[src/kms_defs.vh]
// constants shared by the keyboard matrix scanner files
`ifndef KMS_DEFS_VH
`define KMS_DEFS_VH
`define KMS_CLK_PERIOD_NS 10
`define KMS_SCAN_PERIOD_NS 10000000
`define KMS_SETTLE_NS 1000
`define KMS_BIT_NS 1000
`define KMS_SCAN_ROWS 9
`define KMS_RET_LINES 8
`define KMS_DEC_OUTS 10
`define KMS_CFG_ROW 4'h8
`define KMS_LAST_ROW 4'h8
`define KMS_BUF_DEPTH 7
`define KMS_FRAME_BITS 9
`define KMS_TYPE_KEY 1'b0
`define KMS_TYPE_CFG 1'b1
`define KMS_MAKE_HI 4'hb
`define KMS_BREAK_HI 4'ha
`define KMS_KEY_43 7'h2b
`define KMS_KEY_57 7'h39
`define KMS_KEY_68 7'h44
`define KMS_KEY_69 7'h45
`define KMS_KEY_70 7'h46
`define KMS_KEY_72 7'h48
`define KMS_NOREP_LO 7'h02
`define KMS_NOREP_HI 7'h09
`define KMS_LOCK_43 3'h2
`define KMS_LOCK_57 3'h3
`define KMS_LOCK_70 3'h4
`define KMS_LOCK_72 3'h5
`define KMS_LOCK_68 3'h6
`define KMS_LOCK_69 3'h7
`define KMS_LOCK_NONE 3'h0
`endif

[src/kms_ser_tx.v]
// bit-serial frame sender toward the serial-to-parallel port
`timescale 1ns/1ps
`include "kms_defs.vh"
module kms_ser_tx #(
  parameter BIT_CYCLES = `KMS_BIT_NS / `KMS_CLK_PERIOD_NS
) (
  input wire clk_i,
  input wire rstn_i,
  input wire start_i,
  input wire [8:0] word_i,
  output reg busy_o,
  output reg ser_data_o,
  output reg ser_clk_o,
  output reg ser_frame_o
);
  localparam integer BIT_LAST_I = BIT_CYCLES - 1;
  localparam integer BIT_HALF_I = BIT_CYCLES / 2;
  localparam [15:0] BIT_LAST = BIT_LAST_I[15:0];
  localparam [15:0] BIT_HALF = BIT_HALF_I[15:0];
  reg [8:0] sh_q;
  reg [3:0] left_q;
  reg [15:0] tick_q;

  // msb first, bit valid while ser_clk rises in its middle
  always @(posedge clk_i) begin
    if (!rstn_i) begin
      busy_o <= 1'b0;
      ser_data_o <= 1'b0;
      ser_clk_o <= 1'b0;
      ser_frame_o <= 1'b0;
      sh_q <= 9'h000;
      left_q <= 4'h0;
      tick_q <= 16'h0000;
    end else if (!busy_o) begin
      if (start_i) begin
        busy_o <= 1'b1;
        ser_frame_o <= 1'b1;
        ser_data_o <= word_i[8];
        sh_q <= {word_i[7:0], 1'b0};
        left_q <= 4'h8;
        tick_q <= 16'h0000;
      end
    end else begin
      tick_q <= tick_q + 16'h0001;
      if (tick_q == BIT_HALF)
        ser_clk_o <= 1'b1;
      if (tick_q == BIT_LAST) begin
        ser_clk_o <= 1'b0;
        tick_q <= 16'h0000;
        if (left_q == 4'h0) begin
          ser_frame_o <= 1'b0;
          ser_data_o <= 1'b0;
          busy_o <= 1'b0;
        end else begin
          ser_data_o <= sh_q[8];
          sh_q <= {sh_q[7:0], 1'b0};
          left_q <= left_q - 4'h1;
        end
      end
    end
  end
endmodule // kms_ser_tx

[src/kms_scanner.v]
// keyboard matrix scanner: scan, key decision, code buffer and serial output
// How it works
// - matrix of nine scan lines by eight return lines, one switch per crossing.
// - idle holds every scan line low so any press pulls a return low.
// - a low return starts a row-by-row scan; key is row crossing column.
// - decoder turns a 4-bit select, A lowest, into one low output of ten.
// - the decoder makes scan lines 0 to 8 from row_q, the row also driven on the four select outputs.
// - two or more keys in one 10 ms scan is an error until one or none remains.
// - lock keys give a make code on first press, break on the next.
// - an ordinary key gives its code once, when pressed.
// - auto repeat re-sends a held key; enable and rate come from software.
// - keys 2 to 9, 43, 57, 68, 69, 70, 72 never repeat.
// - up to seven codes wait in a buffer when transfer is held off.
// - the config switch bank on scan line 8 is read like keys.
// - config switches are read with the keys at initialisation.
// - keys and switch settings go bit-serially to the receiving port.
`timescale 1ns/1ps
`include "kms_defs.vh"
module kms_scanner #(
  parameter SCAN_CYCLES = `KMS_SCAN_PERIOD_NS / `KMS_CLK_PERIOD_NS,
  parameter SETTLE_CYCLES = `KMS_SETTLE_NS / `KMS_CLK_PERIOD_NS,
  parameter BIT_CYCLES = `KMS_BIT_NS / `KMS_CLK_PERIOD_NS,
  parameter BUF_DEPTH = `KMS_BUF_DEPTH
) (
  input wire clk_i,
  input wire rstn_i,
  input wire [7:0] key_return_line_n_i,
  input wire auto_repeat_en_i,
  input wire [7:0] repeat_rate_i,
  input wire ser_ready_i,
  output reg [3:0] scan_sel_o,
  output reg [8:0] key_scan_line_n_o,
  output wire ser_data_o,
  output wire ser_clk_o,
  output wire ser_frame_o,
  output reg multi_key_err_o,
  output reg [7:0] config_switch_bank_o
);
  localparam [4:0] ST_IDLE = 5'b00001;
  localparam [4:0] ST_SCAN = 5'b00010;
  localparam [4:0] ST_CFG = 5'b00100;
  localparam [4:0] ST_EVAL = 5'b01000;
  localparam [4:0] ST_WAIT = 5'b10000;
  localparam integer SCAN_LAST_I = SCAN_CYCLES - 1;
  localparam integer SETTLE_LAST_I = SETTLE_CYCLES - 1;
  localparam integer BUF_LAST_I = BUF_DEPTH - 1;
  localparam integer BUF_FULL_I = BUF_DEPTH;
  // settle counter and buffer pointers are narrower than integer, so their constants are cut on purpose
  localparam [31:0] SCAN_LAST = SCAN_LAST_I[31:0];
  localparam [15:0] SETTLE_LAST = SETTLE_LAST_I[15:0];
  localparam [2:0] BUF_LAST = BUF_LAST_I[2:0];
  localparam [3:0] BUF_FULL = BUF_FULL_I[3:0];

  // one-low 4-to-10 decode, select bit 0 is input A
  function [9:0] dec_one_low;
    input [3:0] sel;
    integer i;
    begin
      dec_one_low = 10'h3ff;
      for (i = 0; i < `KMS_DEC_OUTS; i = i + 1)
        if (sel == i[3:0])
          dec_one_low[i] = 1'b0;
    end
  endfunction

  function [1:0] count_sat;
    input [7:0] v;
    integer i;
    reg [3:0] n;
    begin
      n = 4'h0;
      for (i = 0; i < `KMS_RET_LINES; i = i + 1)
        n = n + {3'h0, v[i]};
      count_sat = (n > 4'h2) ? 2'h2 : n[1:0];
    end
  endfunction

  function [2:0] col_of;
    input [7:0] v;
    integer i;
    begin
      col_of = 3'h0;
      for (i = 0; i < `KMS_RET_LINES; i = i + 1)
        if (v[i])
          col_of = i[2:0];
    end
  endfunction

  // key number is position plus one
  function [2:0] lock_idx;
    input [6:0] num;
    begin
      case (num)
        `KMS_KEY_43: lock_idx = `KMS_LOCK_43;
        `KMS_KEY_57: lock_idx = `KMS_LOCK_57;
        `KMS_KEY_70: lock_idx = `KMS_LOCK_70;
        `KMS_KEY_72: lock_idx = `KMS_LOCK_72;
        `KMS_KEY_68: lock_idx = `KMS_LOCK_68;
        `KMS_KEY_69: lock_idx = `KMS_LOCK_69;
        default: lock_idx = `KMS_LOCK_NONE;
      endcase
    end
  endfunction

  function no_repeat;
    input [6:0] num;
    begin
      no_repeat = ((num >= `KMS_NOREP_LO) && (num <= `KMS_NOREP_HI)) ||
        (lock_idx(num) != `KMS_LOCK_NONE);
    end
  endfunction

  function [2:0] ptr_next;
    input [2:0] p;
    begin
      ptr_next = (p == BUF_LAST) ? 3'h0 : p + 3'h1;
    end
  endfunction

  // rescan period counts down in the idle, scan and wait states and rests at zero
  function [31:0] count_down;
    input [31:0] v;
    begin
      count_down = (v == 32'h0000_0000) ? v : v - 32'h0000_0001;
    end
  endfunction

  reg [4:0] state_q;
  reg [3:0] row_q;
  reg [15:0] settle_q;
  reg [31:0] period_q;
  reg [1:0] hits_q;
  reg [5:0] pos_q;
  reg [5:0] last_pos_q;
  reg held_q;
  reg init_q;
  reg [7:0] rep_q;
  reg [7:0] lock_q;
  reg [8:0] mem_q [0:BUF_DEPTH-1];
  reg [2:0] wr_q;
  reg [2:0] rd_q;
  reg [3:0] cnt_q;
  reg push_d;
  reg [8:0] push_word_d;
  wire tx_busy;
  wire pop;
  wire [7:0] pressed;
  wire [6:0] key_num;
  wire [2:0] lk;
  wire new_press;
  wire [9:0] row_dec;

  assign pressed = ~key_return_line_n_i;
  assign key_num = {1'b0, pos_q} + 7'h01;
  assign lk = lock_idx(key_num);
  assign new_press = !held_q || (pos_q != last_pos_q);
  assign row_dec = dec_one_low(row_q);
  assign pop = (cnt_q != 4'h0) && !tx_busy && ser_ready_i;

  // key code chosen at evaluation, config code in ST_CFG; at most one key code per scan
  always @* begin
    push_d = 1'b0;
    push_word_d = 9'h000;
    if (state_q == ST_CFG) begin
      push_d = 1'b1;
      push_word_d = {`KMS_TYPE_CFG, config_switch_bank_o};
    end else if (state_q == ST_EVAL && hits_q == 2'h1) begin
      if (new_press) begin
        push_d = 1'b1;
        if (lk != `KMS_LOCK_NONE)
          push_word_d = {`KMS_TYPE_KEY, lock_q[lk] ? `KMS_BREAK_HI : `KMS_MAKE_HI,
            1'b0, lk};
        else
          push_word_d = {`KMS_TYPE_KEY, 2'h0, pos_q};
      // a rate of zero reloads zero, so it must fire like a rate of one
      end else if (auto_repeat_en_i && !no_repeat(key_num) && rep_q <= 8'h01) begin
        push_d = 1'b1;
        push_word_d = {`KMS_TYPE_KEY, 2'h0, pos_q};
      end
    end
  end

  always @(posedge clk_i) begin
    if (!rstn_i) begin
      state_q <= ST_IDLE;
      row_q <= 4'h0;
      settle_q <= 16'h0000;
      period_q <= 32'h0000_0000;
      hits_q <= 2'h0;
      pos_q <= 6'h00;
      last_pos_q <= 6'h00;
      held_q <= 1'b0;
      init_q <= 1'b1;
      rep_q <= 8'h00;
      lock_q <= 8'h00;
      scan_sel_o <= 4'h0;
      key_scan_line_n_o <= 9'h000;
      multi_key_err_o <= 1'b0;
      config_switch_bank_o <= 8'h00;
    end else begin
      case (state_q)
        ST_IDLE: begin
          key_scan_line_n_o <= 9'h000;
          period_q <= count_down(period_q);
          if (init_q || (!held_q && !multi_key_err_o && pressed != 8'h00) ||
              ((held_q || multi_key_err_o) && period_q == 32'h0000_0000)) begin
            state_q <= ST_SCAN;
            row_q <= 4'h0;
            settle_q <= 16'h0000;
            hits_q <= 2'h0;
            period_q <= SCAN_LAST;
          end
        end
        ST_SCAN: begin
          period_q <= count_down(period_q);
          scan_sel_o <= row_q;
          key_scan_line_n_o <= row_dec[8:0];
          settle_q <= settle_q + 16'h0001;
          if (settle_q == SETTLE_LAST) begin
            settle_q <= 16'h0000;
            if (row_q == `KMS_CFG_ROW) begin
              if (init_q)
                config_switch_bank_o <= pressed;
              state_q <= init_q ? ST_CFG : ST_EVAL;
            end else begin
              if (count_sat(pressed) != 2'h0) begin
                pos_q <= {row_q[2:0], col_of(pressed)};
                hits_q <= (hits_q + count_sat(pressed) > 2'h2 || hits_q[1]) ? 2'h2 :
                  hits_q + count_sat(pressed);
              end
              row_q <= row_q + 4'h1;
            end
          end
        end
        ST_CFG: begin
          init_q <= 1'b0;
          state_q <= ST_EVAL;
        end
        ST_EVAL: begin
          state_q <= ST_WAIT;
          if (hits_q == 2'h2) begin
            multi_key_err_o <= 1'b1;
            held_q <= 1'b0;
          end else if (hits_q == 2'h1) begin
            multi_key_err_o <= 1'b0;
            held_q <= 1'b1;
            last_pos_q <= pos_q;
            if (new_press) begin
              rep_q <= repeat_rate_i;
              if (lk != `KMS_LOCK_NONE)
                lock_q[lk] <= ~lock_q[lk];
            end else if (auto_repeat_en_i && !no_repeat(key_num)) begin
              rep_q <= (rep_q <= 8'h01) ? repeat_rate_i : rep_q - 8'h01;
            end
          end else begin
            multi_key_err_o <= 1'b0;
            held_q <= 1'b0;
          end
        end
        ST_WAIT: begin
          // one cycle so the return lines see all scan lines low again
          key_scan_line_n_o <= 9'h000;
          period_q <= count_down(period_q);
          state_q <= ST_IDLE;
        end
        default: state_q <= ST_IDLE;
      endcase
    end
  end

  // code buffer; a code arriving while full is dropped unless a pop frees a slot in the same cycle, oldest kept
  always @(posedge clk_i) begin
    if (!rstn_i) begin
      wr_q <= 3'h0;
      rd_q <= 3'h0;
      cnt_q <= 4'h0;
    end else begin
      if (push_d && (cnt_q != BUF_FULL || pop)) begin
        mem_q[wr_q] <= push_word_d;
        wr_q <= ptr_next(wr_q);
      end
      if (pop)
        rd_q <= ptr_next(rd_q);
      if (push_d && (cnt_q != BUF_FULL || pop) && !pop)
        cnt_q <= cnt_q + 4'h1;
      else if (pop && !push_d)
        cnt_q <= cnt_q - 4'h1;
    end
  end

  kms_ser_tx #(
    .BIT_CYCLES(BIT_CYCLES)
  ) u_tx (
    .clk_i(clk_i),
    .rstn_i(rstn_i),
    .start_i(pop),
    .word_i(mem_q[rd_q]),
    .busy_o(tx_busy),
    .ser_data_o(ser_data_o),
    .ser_clk_o(ser_clk_o),
    .ser_frame_o(ser_frame_o)
  );
endmodule // kms_scanner

[config.mk]
export PLATFORM = sky130hd
export DESIGN_NAME = kms_scanner
export DESIGN_NICKNAME = d
export VERILOG_FILES = /design/src/kms_ser_tx.v /design/src/kms_scanner.v
export VERILOG_INCLUDE_DIRS = /design/src
export SDC_FILE = /design/constraint.sdc
export NUM_CORES = 1
export LEC_CHECK = 0
export BUFFER_PORTS_ARGS = -buffer_cell sky130_fd_sc_hd__buf_2
export CORE_MARGIN = 10
export CORE_UTILIZATION = 55
export CTS_BUF_LIST = sky130_fd_sc_hd__clkbuf_16
export DETAILED_ROUTE_END_ITERATION = 10
export PLACE_DENSITY = 0.8
export SLEW_MARGIN = 20
export SYNTH_ARGS = -nofsm -noshare
export SYNTH_HDL_FRONTEND = slang
export SYNTH_SLANG_ARGS = --single-unit
[constraint.sdc]
create_clock -name clk_i -period 4.65 [get_ports clk_i]
set_input_delay 0.93 -clock clk_i [delete_from_list [all_inputs] [get_ports clk_i]]
set_output_delay 0.93 -clock clk_i [all_outputs]
set_load 0.02 [all_outputs]
==> summary.md <==
| Metric | Value |
|---|---|
| Outcome | completed |
| Nature of the critical path endpoint | flip-flop |
| Mux contribution to synthesized area | 0.0552 |
| GR Util All Layers | 0.182 |
| Finished Layout Cells | around 1400 |
| Gp weighted congestion | a little under 0.9 |
| Min Tclk post-route | approximately 4 ns |
| Final WL | ~23000 um |
| Initial antenna violation count | 0 |
| Highest net fanout along the worst path | 3 |
| Least-Margin Pin Slew | around 1.1 ns |
| Die Span X | around 160 um |
| Yosys warnings | 0 |
| Hold path depth | 2 |
| RSZ-0062 raised after global routing | false |
| Row cnt | 50 |
| Sequential area share after synthesis | 0.473 |
| Power Density | roughly 410 mW/mm^2 |
| Yosys cell types | around 80 |
| Worst-path clk slew | ~0.060 ns |
| Layout area overhead | 11.4% |
| CTS resizes | 0 |
| DR WL/cell | ~16 um |
| DP HPWL | around 15000 um |
| Clock latency on the worst-skew pair | around 0.52 ns |
| WP data arrival | about 4.5 ns |
| Final antenna-violating net count | 0 |
| Critical Path RT | 5.12 ns |
| Root buf cell | clkbuf_16 |
| Die area | 0.0248 sq mm |
| Final setup fails | 0 |
| Synth async-reset ratio | 0 |
| Simple-Gate Fraction of Synth Area | 0.215 |
| Fin. Hold Viols | 0 |
| Number of synthesized flops with an enable pin | 63 |
| # DRC | 0 |
| Post-layout util | 0.621 |
| Main synth FF type | dfxtp_1 |
| Via count | 8338 |
| Final Cycle Share | 0.860 |
| Clk sink count | 214 |
| Vias in the first global route | between 7000 and 8000 |
| Leakage | 0.00424 uW |
| Core area | 0.0186 sq mm |
| Syn Nets | between 1000 and 1500 |
| Total grt overflow | 0 |
| Min-delay worst type | flip-flop to flip-flop |
| Compound-Gate Fraction of Synth Area | 0.145 |
| Gate Count Post-Synth | between 1000 and 1500 |
| First-pass GRT wire length | around 38000 um |
| Nets | between 1000 and 1500 |
| Setup WS post-layout | roughly 0.65 ns |
| Skew final | approximately 0.024 ns |
| IO Count | 45 |
| Total CTS buffers | 23 |
| #FFs+latches synth | roughly 210 |
| Routed vias/inst | a little under 6 |
| Commonest cells after routing, fill and taps aside | dfxtp_1 (151), nand2_1 (134), nor2_1 (132) |
| Mapped Area | 0.0104 sq mm |
| Crit path launch type | input pin |
| Final TNS setup | 0 ns |
| Design area | between 0.01 and 0.015 sq mm |
| Hold_buf cts | 0 |
| FMAX | approximately 0.25 GHz |
| Adder-cell share of the synthesized area | 0.0385 |
| Diode count | 0 |
| Syn Area/Cell | 9.19 sq um |
| Maximum clock path buffer count | 3 |
| Max-slew headroom | 0.271 |
| Dpl cells | 1371 |
| CTS H-Tree Depth | 1 |
| Setup Fix Bufs, Post-CTS | 0 |
| Max Cap Viol | 0 |
| Commonest non-fill, non-tap cell in the layout | dfxtp_1 |
| Peak supply drop | 0.275 mV |
| WS Path Type | input pin to flip-flop |
| Height of the die | between 150 and 200 um |
| XOR/XNOR Fraction of Synth Area | 0.0371 |
| Placed cell area | 0.0108 sq mm |
| Largest family of logic cells by synthesized area | simple AND/OR/NAND/NOR gates |
| Port Buf Inserts | 44 |
| CTS tree | yes |
| Pre-antenna DRT Iters | 5 |
| Cells on worst reg2reg path | 10 |
| Initial Utilization | 0.558 |
| Post-Place Worst Slack | around 0.16 ns |
| Final Slew Violations | 0 |
| Initial DRC count | 486 |
| Largest net degree at the start of global routing | 53 |
| Share of layout cells above drive strength 1 | 0.113 |
-- kinds of logic after synthesis --
kind of cell	count (synthesis)
AOI/OAI and AO/OA	242
xor gates and xnor gates	44
adders and majority gates	29
buffers and inverters	96
DFF	214
muxes	46
and+or+nand+nor	461
-- area by class of cell --
class                           count  area [sq um]
Clock buffer                       23           576
Timing Repair Buffer               65           375
Tap cell                          234           293
Clock inverter                     18           156
Fill cell                        1539          7060
Inverter                           37           139
Sequential cell                   214          4910
Multi-Input combinational cell    822          5130
-- stage by stage --
| step | total power, uW | hold slack [ns] |
|---|---|---|
| 4_1_cts | 4830 | 0.451 |
| 2_1_floorplan | 2840 | 0.416 |
| 6_report | 4810 | 0.446 |
| 5_1_grt | 5050 | 0.476 |
| 3_5_place_dp | 3050 | 0.439 |
| 3_3_place_gp | 3020 | 0.442 |
-- critical path: stages --
cell,delay (ns)
buf_2,0.11
inv_1,0.06
fa_1,0.54
fa_1,0.43
fa_1,0.51
ha_1,0.16
inv_1,0.05
fa_1,0.37
nor2b_1,0.14
a31o_2,0.22
and3_1,0.18
o21ai_0,0.22
nand4b_1,0.16
o31ai_1,0.24
and2_1,0.14
-- layer usage --
metal	part of all wire	global-route usage	routed length (um)
met3	0.048	0.0292	1100
met2	0.50	0.321	11400
met1	0.43	0.222	9720
met5	0	0	0
met4	0.025	0.0601	565
-- registers in the layout, summed over array words and instances (netlist names), 4 cells and up, named ones only --
name and count:
period_q 32, mem_q 63, u_tx.left_q 4, config_switch_bank_o 8, key_scan_line_n_o 9, settle_q 16
scan_sel_o 4, cnt_q 4, last_pos_q 6, pos_q 6, u_tx.tick_q 16, state_q 5
u_tx.sh_q 8, rep_q 8, row_q 4
-- cell usage after synthesis, types with 5 or more instances --
cell	count	area (sq um)
nor2b_1	6	37.5
a21oi_1	102	510
or3_1	6	37.5
a211oi_1	7	52.6
clkbuf_1	43	161
a31oi_1	6	37.5
nand3b_1	10	75.1
nor4_1	20	125
xor2_1	21	184
nor3_1	26	130
nor3b_1	5	37.5
and2_1	9	56.3
buf_2	9	45.0
buf_1	5	18.8
mux4_2	9	203
inv_1	37	139
fa_1	5	100
mux2i_1	36	360
or4_1	7	52.6
o31ai_1	5	37.5
o21ai_0	53	265
xnor2_1	23	201
nand4_1	9	56.3
a21o_1	6	45.0
nand2b_1	15	93.8
nor2_1	132	495
o2111ai_1	7	61.3
ha_1	24	300
nand3_1	38	190
nand2_1	134	503
dfxtp_1	151	3020
edfxtp_1	63	1890
and3_1	16	100
-- worst paths after layout --
check,startpoint,endpoint,slack [ns]
min,lock_q[0],lock_q[0],0.45
max,key_return_line_n_i[0],hits_q[0],0.65
min reg2reg,lock_q[0],lock_q[0],0.45
max reg2reg,pos_q[0],mem_q[3][0],1.15
-- report_power, final --
| part | internal, uW | total [uW] | switching [uW] |
|---|---|---|---|
| Sequential | 2010 | 2130 | 117 |
| Combinational | 362 | 889 | 526 |
| Clock | 1060 | 1790 | 729 |
Note: power is estimated with default switching activity, not from simulation.
